===== config.mk =====
export PLATFORM = sky130hd
export DESIGN_NAME = iopcn_top
export DESIGN_NICKNAME = d
export VERILOG_FILES = /design/src/verilog/iopcn_pkg.sv /design/src/verilog/iopcn_cn_if.sv /design/src/verilog/iopcn_cn_det.sv /design/src/verilog/iopcn_top.sv
export VERILOG_INCLUDE_DIRS = /design/src /design/src/verilog
export SDC_FILE = /design/constraint.sdc
export NUM_CORES = 1
export LEC_CHECK = 0
export ABC_AREA = 0
export BUFFER_PORTS_ARGS = -buffer_cell sky130_fd_sc_hd__buf_2
export CAP_MARGIN = 20
export CORE_UTILIZATION = 25
export CTS_BUF_LIST = sky130_fd_sc_hd__clkbuf_2
export DETAILED_ROUTE_END_ITERATION = 10
export MAX_ROUTING_LAYER = met4
export SLEW_MARGIN = 20
export SYNTH_ARGS = -nofsm -noshare
export SYNTH_HDL_FRONTEND = slang
export SYNTH_SLANG_ARGS = --single-unit

===== constraint.sdc =====
create_clock -name aclk -period 1.7 [get_ports aclk]
set_input_delay 0.085 -clock aclk [delete_from_list [all_inputs] [get_ports aclk]]
set_output_delay 0.085 -clock aclk [all_outputs]
set_load 0.005 [all_outputs]

===== src/verilog/iopcn_params.svh =====
// offsets, field positions and reset values of the io port / change notify block
`ifndef IOPCN_PARAMS_SVH
`define IOPCN_PARAMS_SVH
`define IOPCN_OFF_DIR 8'h00
`define IOPCN_OFF_LAT 8'h04
`define IOPCN_OFF_ODC 8'h08
`define IOPCN_OFF_ANA 8'h0c
`define IOPCN_OFF_LVL 8'h10
`define IOPCN_OFF_CNEN_LO 8'h14
`define IOPCN_OFF_CNEN_HI 8'h18
`define IOPCN_OFF_PU_LO 8'h1c
`define IOPCN_OFF_PU_HI 8'h20
`define IOPCN_OFF_TMRSEL 8'h24
`define IOPCN_OFF_CNSTAT 8'h28
`define IOPCN_RST_DIR 16'hffff
`define IOPCN_RST_ANA 16'h0000
`define IOPCN_RST_TMRSEL 16'h3f3f
`define IOPCN_TMRSEL_MASK 16'h3f3f
`define IOPCN_T3_LSB 8
`define IOPCN_T2_LSB 0
`define IOPCN_SEL_W 6
`define IOPCN_CN_HI_LSB 16
`define IOPCN_CNSTAT_FLAG 0
`endif


===== src/verilog/iopcn_pkg.sv =====
// types shared by the io port / change notify block
package iopcn_pkg;
    // axi4-lite response codes used by the slave
    typedef enum logic [1:0]
    {
        IOPCN_RESP_OKAY = 2'h0,
        IOPCN_RESP_SLVERR = 2'h2
    } iopcn_resp_t;
endpackage : iopcn_pkg


===== src/verilog/iopcn_cn_if.sv =====
// link between the register side and the change notify detector
`timescale 1ns/100ps
interface iopcn_cn_if #(parameter int CN_PINS = 30);
    logic [CN_PINS-1:0] enable; // per pin notify enable
    logic [CN_PINS-1:0] level; // synchronised pin levels
    logic clear; // one-cycle flag clear request
    logic flag; // shared change flag
    modport regs (output enable, output clear, input level, input flag);
    modport det (input enable, input clear, output level, output flag);
endinterface : iopcn_cn_if


===== src/verilog/iopcn_cn_det.sv =====
// change notify detector: pin synchroniser, reference compare, sticky flag
`timescale 1ns/100ps
module iopcn_cn_det
    import iopcn_pkg::*;
#(
    parameter int CN_PINS = 30
)
(
    input wire logic aclk,
    input wire logic aresetn,
    input wire logic [CN_PINS-1:0] cn_pin,
    iopcn_cn_if.det cn
);
    logic [CN_PINS-1:0] sync1_reg; // first stage, read only by stage two
    logic [CN_PINS-1:0] sync2_reg; // usable pin level
    logic [CN_PINS-1:0] ref_reg; // level seen last cycle
    logic primed_reg; // reference valid after reset
    logic flag_reg; // sticky change flag
    wire [CN_PINS-1:0] mismatch;
    wire any_change;

    // only enabled pins that differ from their reference count
    assign mismatch = (sync2_reg ^ ref_reg) & cn.enable;
    assign any_change = primed_reg & (|mismatch);
    assign cn.level = sync2_reg;
    assign cn.flag = flag_reg;

    // two-flop synchroniser, pins are asynchronous
    always_ff @(posedge aclk)
    begin
        if (!aresetn)
        begin
            sync1_reg <= '0;
            sync2_reg <= '0;
        end
        else
        begin
            sync1_reg <= cn_pin;
            sync2_reg <= sync1_reg;
        end
    end

    // level compare, not edge: a change while clocks stop is seen at restart
    always_ff @(posedge aclk)
    begin
        if (!aresetn)
        begin
            ref_reg <= '0;
            primed_reg <= 1'b0;
        end
        else
        begin
            ref_reg <= sync2_reg;
            primed_reg <= 1'b1;
        end
    end

    // shared flag; a new change in the clear cycle wins
    always_ff @(posedge aclk)
    begin
        if (!aresetn)
            flag_reg <= 1'b0;
        else if (any_change)
            flag_reg <= 1'b1;
        else if (cn.clear)
            flag_reg <= 1'b0;
    end
endmodule : iopcn_cn_det


===== src/verilog/iopcn_top.sv =====
// io port with open drain, analog config, pull-ups and change notification
// What this block does
// - set open-drain bit makes pin open drain
// - analog config resets to zero, all analog
// - analog pins read zero in level register
// - digital input pins are not routed to converter
// - any selected pin change requests an interrupt
// - detection survives stopped clocks
// - up to thirty selectable notify inputs
// - two enable registers, one bit per pin
// - two pull-up registers switch weak pull-ups
//
// Chosen here: the AXI4-Lite slave port and the register addresses.
`timescale 1ns/100ps
`include "iopcn_params.svh"
module iopcn_top
    import iopcn_pkg::*;
#(
    parameter int PORT_W = 16,
    parameter int CN_PINS = 30
)
(
    input wire logic aclk,
    input wire logic aresetn,
    input wire logic [7:0] s_axi_awaddr,
    input wire logic s_axi_awvalid,
    output logic s_axi_awready,
    input wire logic [31:0] s_axi_wdata,
    input wire logic [3:0] s_axi_wstrb,
    input wire logic s_axi_wvalid,
    output logic s_axi_wready,
    output logic [1:0] s_axi_bresp,
    output logic s_axi_bvalid,
    input wire logic s_axi_bready,
    input wire logic [7:0] s_axi_araddr,
    input wire logic s_axi_arvalid,
    output logic s_axi_arready,
    output logic [31:0] s_axi_rdata,
    output logic [1:0] s_axi_rresp,
    output logic s_axi_rvalid,
    input wire logic s_axi_rready,
    input wire logic [PORT_W-1:0] pin_in,
    output logic [PORT_W-1:0] pin_out,
    output logic [PORT_W-1:0] pin_oe,
    output logic [PORT_W-1:0] adc_route,
    input wire logic [CN_PINS-1:0] change_notify_pin,
    output logic [CN_PINS-1:0] pullup_en,
    output logic cn_irq,
    output logic [5:0] timer3_clock_pin_select,
    output logic [5:0] timer2_clock_pin_select
);
    // byte-lane merge used for every writable register
    function automatic logic [31:0] lane_merge(input logic [31:0] old, input logic [31:0] din,
                                               input logic [3:0] strb);
        logic [31:0] res;
        res = old;
        for (int i = 0; i < 4; i++)
            if (strb[i])
                res[i*8 +: 8] = din[i*8 +: 8];
        return res;
    endfunction : lane_merge

    // register-map decode, shared by read and write paths
    function automatic logic addr_known(input logic [7:0] a);
        return (a <= `IOPCN_OFF_CNSTAT) && (a[1:0] == 2'h0);
    endfunction : addr_known

    iopcn_cn_if #(.CN_PINS(CN_PINS)) cn_link ();

    logic [31:0] dir_reg; // 1 = input
    logic [31:0] lat_reg; // output latch
    logic [31:0] odc_reg; // open drain select
    logic [31:0] ana_reg; // 0 = analog, 1 = digital
    logic [31:0] cnen_reg; // notify enables, low and high halves
    logic [31:0] pu_reg; // pull-up enables, low and high halves
    logic [31:0] tmr_reg; // timer clock pin selects
    logic [PORT_W-1:0] ps1_reg; // pin synchroniser stage one
    logic [PORT_W-1:0] ps2_reg; // pin synchroniser stage two
    // axi state
    logic awready_reg, wready_reg, bvalid_reg, arready_reg, rvalid_reg;
    logic aw_held_reg, w_held_reg;
    logic [7:0] awaddr_reg;
    logic [31:0] wdata_reg;
    logic [3:0] wstrb_reg;
    logic [1:0] bresp_reg, rresp_reg;
    logic [31:0] rdata_reg;
    // pin-side outputs, all registered
    logic [PORT_W-1:0] pin_out_reg, pin_oe_reg, adc_route_reg;
    logic [CN_PINS-1:0] pullup_reg;
    logic irq_reg;

    wire aw_hs = s_axi_awvalid & awready_reg;
    wire w_hs = s_axi_wvalid & wready_reg;
    wire ar_hs = s_axi_arvalid & arready_reg;
    wire do_write = aw_held_reg & w_held_reg & ~bvalid_reg;
    wire [31:0] wmerge_dir = lane_merge(dir_reg, wdata_reg, wstrb_reg);
    wire [31:0] wmerge_lat = lane_merge(lat_reg, wdata_reg, wstrb_reg);
    wire [31:0] wmerge_odc = lane_merge(odc_reg, wdata_reg, wstrb_reg);
    wire [31:0] wmerge_ana = lane_merge(ana_reg, wdata_reg, wstrb_reg);
    wire [31:0] wmerge_tmr = lane_merge(tmr_reg, wdata_reg, wstrb_reg);
    wire [31:0] wm_cnlo = lane_merge({16'h0, cnen_reg[15:0]}, wdata_reg, wstrb_reg);
    wire [31:0] wm_cnhi = lane_merge({16'h0, cnen_reg[31:16]}, wdata_reg, wstrb_reg);
    wire [31:0] wm_pulo = lane_merge({16'h0, pu_reg[15:0]}, wdata_reg, wstrb_reg);
    wire [31:0] wm_puhi = lane_merge({16'h0, pu_reg[31:16]}, wdata_reg, wstrb_reg);
    wire [31:0] pmask = {{(32-PORT_W){1'b0}}, {PORT_W{1'b1}}};
    wire [31:0] cmask = {{(32-CN_PINS){1'b0}}, {CN_PINS{1'b1}}};
    // pin level, analog pins forced low whatever the voltage
    wire [31:0] lvl_view = {{(32-PORT_W){1'b0}}, ps2_reg & ana_reg[PORT_W-1:0]};
    wire [31:0] cn_en_m = cnen_reg & cmask;
    wire [31:0] pu_m = pu_reg & cmask;
    wire [31:0] rd_mux =
        (s_axi_araddr == `IOPCN_OFF_DIR) ? dir_reg :
        (s_axi_araddr == `IOPCN_OFF_LAT) ? lat_reg :
        (s_axi_araddr == `IOPCN_OFF_ODC) ? odc_reg :
        (s_axi_araddr == `IOPCN_OFF_ANA) ? ana_reg :
        (s_axi_araddr == `IOPCN_OFF_LVL) ? lvl_view :
        (s_axi_araddr == `IOPCN_OFF_CNEN_LO) ? {16'h0, cn_en_m[15:0]} :
        (s_axi_araddr == `IOPCN_OFF_CNEN_HI) ? {16'h0, cn_en_m[31:16]} :
        (s_axi_araddr == `IOPCN_OFF_PU_LO) ? {16'h0, pu_m[15:0]} :
        (s_axi_araddr == `IOPCN_OFF_PU_HI) ? {16'h0, pu_m[31:16]} :
        (s_axi_araddr == `IOPCN_OFF_TMRSEL) ? tmr_reg :
        (s_axi_araddr == `IOPCN_OFF_CNSTAT) ? {31'h0, cn_link.flag} : 32'h0;
    wire wr_ok = addr_known(awaddr_reg) && (awaddr_reg != `IOPCN_OFF_LVL);
    wire wsel_stat = do_write && (awaddr_reg == `IOPCN_OFF_CNSTAT);

    // flag clear is write-one on bit zero
    assign cn_link.clear = wsel_stat & wstrb_reg[0] & wdata_reg[`IOPCN_CNSTAT_FLAG];
    assign cn_link.enable = cnen_reg[CN_PINS-1:0];

    iopcn_cn_det #(.CN_PINS(CN_PINS)) u_det (
        .aclk(aclk),
        .aresetn(aresetn),
        .cn_pin(change_notify_pin),
        .cn(cn_link.det)
    );

    // write channel: address and data taken in either order, response after both
    always_ff @(posedge aclk)
    begin
        if (!aresetn)
        begin
            awready_reg <= 1'b1;
            wready_reg <= 1'b1;
            aw_held_reg <= 1'b0;
            w_held_reg <= 1'b0;
            bvalid_reg <= 1'b0;
            bresp_reg <= IOPCN_RESP_OKAY;
            awaddr_reg <= 8'h00;
            wdata_reg <= 32'h0;
            wstrb_reg <= 4'h0;
        end
        else
        begin
            if (aw_hs)
            begin
                awaddr_reg <= s_axi_awaddr;
                aw_held_reg <= 1'b1;
                awready_reg <= 1'b0;
            end
            if (w_hs)
            begin
                wdata_reg <= s_axi_wdata;
                wstrb_reg <= s_axi_wstrb;
                w_held_reg <= 1'b1;
                wready_reg <= 1'b0;
            end
            if (do_write)
            begin
                bvalid_reg <= 1'b1;
                bresp_reg <= wr_ok ? IOPCN_RESP_OKAY : IOPCN_RESP_SLVERR;
                aw_held_reg <= 1'b0;
                w_held_reg <= 1'b0;
            end
            else if (bvalid_reg && s_axi_bready)
            begin
                // reopen both channels only once the response is gone
                bvalid_reg <= 1'b0;
                awready_reg <= 1'b1;
                wready_reg <= 1'b1;
            end
        end
    end

    // register updates; level register is read-only and ignores writes
    always_ff @(posedge aclk)
    begin
        if (!aresetn)
        begin
            dir_reg <= {16'h0, `IOPCN_RST_DIR};
            lat_reg <= 32'h0;
            odc_reg <= 32'h0;
            ana_reg <= {16'h0, `IOPCN_RST_ANA};
            cnen_reg <= 32'h0;
            pu_reg <= 32'h0;
            tmr_reg <= {16'h0, `IOPCN_RST_TMRSEL};
        end
        else if (do_write)
        begin
            // port and timer registers keep unused bits at zero; enable and pull-up halves store all 16 bits
            unique case (awaddr_reg)
                `IOPCN_OFF_DIR: dir_reg <= wmerge_dir & pmask;
                `IOPCN_OFF_LAT: lat_reg <= wmerge_lat & pmask;
                `IOPCN_OFF_ODC: odc_reg <= wmerge_odc & pmask;
                `IOPCN_OFF_ANA: ana_reg <= wmerge_ana & pmask;
                `IOPCN_OFF_CNEN_LO: cnen_reg[15:0] <= wm_cnlo[15:0];
                `IOPCN_OFF_CNEN_HI: cnen_reg[31:16] <= wm_cnhi[15:0];
                `IOPCN_OFF_PU_LO: pu_reg[15:0] <= wm_pulo[15:0];
                `IOPCN_OFF_PU_HI: pu_reg[31:16] <= wm_puhi[15:0];
                `IOPCN_OFF_TMRSEL: tmr_reg <= {16'h0, wmerge_tmr[15:0] & `IOPCN_TMRSEL_MASK};
                default: ;
            endcase
        end
    end

    // read channel: one read at a time, data one cycle after address
    always_ff @(posedge aclk)
    begin
        if (!aresetn)
        begin
            arready_reg <= 1'b1;
            rvalid_reg <= 1'b0;
            rdata_reg <= 32'h0;
            rresp_reg <= IOPCN_RESP_OKAY;
        end
        else if (ar_hs)
        begin
            arready_reg <= 1'b0;
            rvalid_reg <= 1'b1;
            rdata_reg <= rd_mux;
            rresp_reg <= addr_known(s_axi_araddr) ? IOPCN_RESP_OKAY : IOPCN_RESP_SLVERR;
        end
        else if (rvalid_reg && s_axi_rready)
        begin
            rvalid_reg <= 1'b0;
            arready_reg <= 1'b1;
        end
    end

    // pin synchroniser; stage one feeds stage two only
    always_ff @(posedge aclk)
    begin
        if (!aresetn)
        begin
            ps1_reg <= '0;
            ps2_reg <= '0;
        end
        else
        begin
            ps1_reg <= pin_in;
            ps2_reg <= ps1_reg;
        end
    end

    // pin drivers, analog routing, pull-ups and interrupt, all registered
    always_ff @(posedge aclk)
    begin
        if (!aresetn)
        begin
            pin_out_reg <= '0;
            pin_oe_reg <= '0;
            adc_route_reg <= '0;
            pullup_reg <= '0;
            irq_reg <= 1'b0;
        end
        else
        begin
            // open drain drives low only, releases for a one
            pin_out_reg <= lat_reg[PORT_W-1:0] & ~odc_reg[PORT_W-1:0];
            pin_oe_reg <= ~dir_reg[PORT_W-1:0]
                          & ~(odc_reg[PORT_W-1:0] & lat_reg[PORT_W-1:0]);
            // digital pins never reach the converter, whatever their direction
            adc_route_reg <= ~ana_reg[PORT_W-1:0];
            pullup_reg <= pu_reg[CN_PINS-1:0];
            irq_reg <= cn_link.flag;
        end
    end

    assign s_axi_awready = awready_reg;
    assign s_axi_wready = wready_reg;
    assign s_axi_bvalid = bvalid_reg;
    assign s_axi_bresp = bresp_reg;
    assign s_axi_arready = arready_reg;
    assign s_axi_rvalid = rvalid_reg;
    assign s_axi_rdata = rdata_reg;
    assign s_axi_rresp = rresp_reg;
    assign pin_out = pin_out_reg;
    assign pin_oe = pin_oe_reg;
    assign adc_route = adc_route_reg;
    assign pullup_en = pullup_reg;
    assign cn_irq = irq_reg;
    assign timer3_clock_pin_select = tmr_reg[`IOPCN_T3_LSB +: `IOPCN_SEL_W];
    assign timer2_clock_pin_select = tmr_reg[`IOPCN_T2_LSB +: `IOPCN_SEL_W];
endmodule : iopcn_top


==> impl_metrics.tcl <==
set metrics [dict create \
    seq_power_share_pct 52.9 \
    rows 87 \
    min_to "dir_reg[13]" \
    pre_cts_ws_ns -0.331 \
    crit_fanout 6 \
    peakVddDrop_uv 579 \
    p_sw_share_pct 28.4 \
    dp_cells 2597 \
    worst_slack_ns -0.161 \
    violations "negative setup slack" \
    drc 0 \
    p_leak_uw 0.00951 \
    r2r_setup_slack_ns -0.16 \
    rsz0062_at_grt "true" \
    setup_viol 79 \
    fp.dieH_microns 243 \
    fin_util_pct 39.2 \
    io_buffer_count 200 \
    status "complete, but fails checks" \
    grt_use_met2_pct 33.2 \
    p_per_area_nw_per_um2 803 \
    design_power_total_uw 17900 \
    path_clk_slew_ns 0.10 \
    synth_edf_count 0 \
    num_vias 14200 \
    r2r_cells 9 \
    io-pin-count 237 \
    grt_most_used_layer "met2" \
    synth_cell_types 64 \
    cts_inserted_buffers 106 \
    clkLatencyLatePin_ns 1.13 \
    comb_power_share_pct 10.1 \
    grtUsageMet1_pct 24.2 \
    initial_core_util_pct 25.5 \
    slew_headroom_pct 36.9 \
    skew_ns 0.120 \
    area_growth_syn_to_layout_pct 54.0 \
    fin_area_sq_um 22300 \
    hold_start "aresetn" \
    synth_flop_cell "dfxtp_1" \
    reg2reg_from "s_axi_bvalid" \
    fin_cells 3037 \
    final_net_count 2303 \
    hp-class "input port to flip-flop" \
    gp_congestion 0.941 \
    die_area_sq_um 58800 \
    r2r-end "lat_reg[14]" \
    hpwl_microns 40900 \
    fmax_ghz 0.537 \
    drtIter0Drc 912 \
    syn_area_per_cell_sq_um 9.05 \
    synth_cells 1599 \
    min_period_ns 1.86 \
    switchingPower_uw 5080 \
    whs_path_depth 4 \
    antenna_found_initial 4 \
    antenna_left 0 \
    ys_ff_latch 390 \
    grt_overflow 0 \
    fin_crit_sh_pct 109 \
    grt_pass1_vias 14200 \
    clk_path_buf_depth 3 \
    grt_pass1_wl_microns 87000 \
    hold_violations 0 \
    internal_power_uw 12800 \
    cp.required_ns 2.72 \
    cts_sinks 390 \
    wirelength_microns 59100 \
    cap_violations 0 \
    critPathLaunchType "flip-flop" \
    cts_root_buf "clkbuf_2" \
    report.final.slew_viol_count 0 \
    dr.pass1.iters 5 \
    core_area_sq_um 56800 \
    cts_tree "yes" \
    async_flop_share_pct 0 \
    syn-cell-area_sq_um 14500 \
    grt_use_met3_pct 3.97 \
    cp.arrival_ns 2.88 \
    drive_gt1_share_pct 36.0 \
    htreeDepth 3 \
    p_clk_share_pct 37.0 \
    crit_type "flip-flop to flip-flop" \
    cp-end-kind "flip-flop" \
    grt.total_usage_pct 20.2 \
    grt_max_degree 98 \
    drt-wirelength-per-cell_microns 19.5 \
    placed_area_sq_um 17300 \
    synth_warnings 0 \
    worst_pin_slew_ns 0.945 \
    dieWidth_microns 243 \
    via_per_inst 4.67 \
    ys_seq_area_share_pct 54.0 \
]
power groups by stage:
stage                     sequential [uW]  clock, uW  combinational (uW)
final                                9460       6620                1810
after global routing                 9490       7420                1930
after CTS                            9460       6830                1690
after detailed placement             9680          0                1250
after global placement               9680          0                1240
after floorplan                      9630          0                 636
logic make-up (layout without fill, tap and decap cells):
group                     after synthesis  after routing  synth area share [%]
and+or+nand+nor                       648            648                  22.3
DFF                                   390            390                  54.0
buffers and inverters                 149            810                  4.52
AOI/OAI and AO/OA                     337            337                  14.2
xor gates and xnor gates               30             30                  1.82
other                                   1             22                0.0259
muxes                                  44             44                  3.14
per-layer routing:
metal	share of wire (%)	routed length, microns
met1	43	25100
met2	47	28000
met3	6.3	3700
met4	3.9	2290
met5	0	0
worst max-delay path: stages, from the launching register on:
cell,delay (ns)
dfxtp_2,0.35
buf_6,0.12
nor4bb_4,0.26
buf_4,0.17
and3_4,0.25
buf_12,0.18
buf_12,0.12
buf_16,0.11
nand3_4,0.07
a21oi_2,0.13
area by class of cell:
class                      instances  area [sq um]
antenna                            4          10.0
clock inverter                    34           179
fill                            5664         34500
sequential                       390          7930
multi-input combinational       1077          7050
clock buffer                     153           766
inverter                          10          40.0
timing repair buffer             613          5350
tap                              756           946
worst max path at each step:
| stage | depth (start not counted) | slack (ns) | to | startpoint |
|---|---|---|---|---|
| after floorplan | 6 | 0.009 | cnen_reg[0] | s_axi_bvalid |
| after global placement | 8 | -0.25 | s_axi_rdata[11] | s_axi_araddr[7] |
| after detailed placement | 7 | -0.33 | s_axi_rdata[7] | s_axi_araddr[7] |
| after CTS | 2 | -0.21 | s_axi_bvalid | s_axi_bvalid |
| after global routing | 9 | -0.20 | lat_reg[14] | s_axi_bvalid |
| final | 9 | -0.16 | lat_reg[14] | s_axi_bvalid |
what timing repair did:
item                                    CTS  global route
buffers inserted                         24             3
pin swaps                                19            54
resized for setup                       202           197
cloned                                    5             2
endpoints found under the setup margin  199           272
hold buffers                            224             1
hold endpoints to repair                390             1
cells in the mapped netlist (4+ instances only):
library cell	instances	share of area, %
nor2_1	87	2.3
buf_4	19	0.99
nor3b_1	6	0.31
nor3_1	7	0.24
a22oi_1	19	0.99
mux2_2	11	0.86
o2bb2ai_1	6	0.36
nor2b_1	5	0.22
dfxtp_1	390	54
a221oi_1	10	0.61
a211oi_1	24	1.2
a21oi_1	167	5.8
buf_2	12	0.42
mux2i_1	33	2.3
nand2_1	208	5.4
o22ai_1	4	0.17
nand3_1	127	4.4
o221ai_1	6	0.36
a21o_1	13	0.67
clkbuf_1	98	2.5
inv_1	9	0.23
and3_1	12	0.52
nand4_1	4	0.17
nor4_1	5	0.22
o21ai_0	47	1.6
buf_1	9	0.23
xor2_1	30	1.8
nand2b_1	7	0.30
and2_1	155	6.7
a22o_1	8	0.48
cells in the final DEF, fill, tap and decap left out, drive strengths merged, types with 50 or more instances in the layout:
cell type,count
buf,386
nor2,88
a21oi,168
dfxtp,390
and2,156
o21ai,50
nand3,127
nand2,208
clkbuf,155
dlygate4sd3,224
through the flow:
step / hold slack, ns / TNS (ns)
finish: 0.140 / -5.84
global route: 0.0604 / -17.75
CTS: 0.0109 / -14.35
detailed placement: 0.293 / -4.45
global placement: 0.291 / -4.41
floorplan: 0.113 / 0
Note: power is estimated with default switching activity, not from simulation.
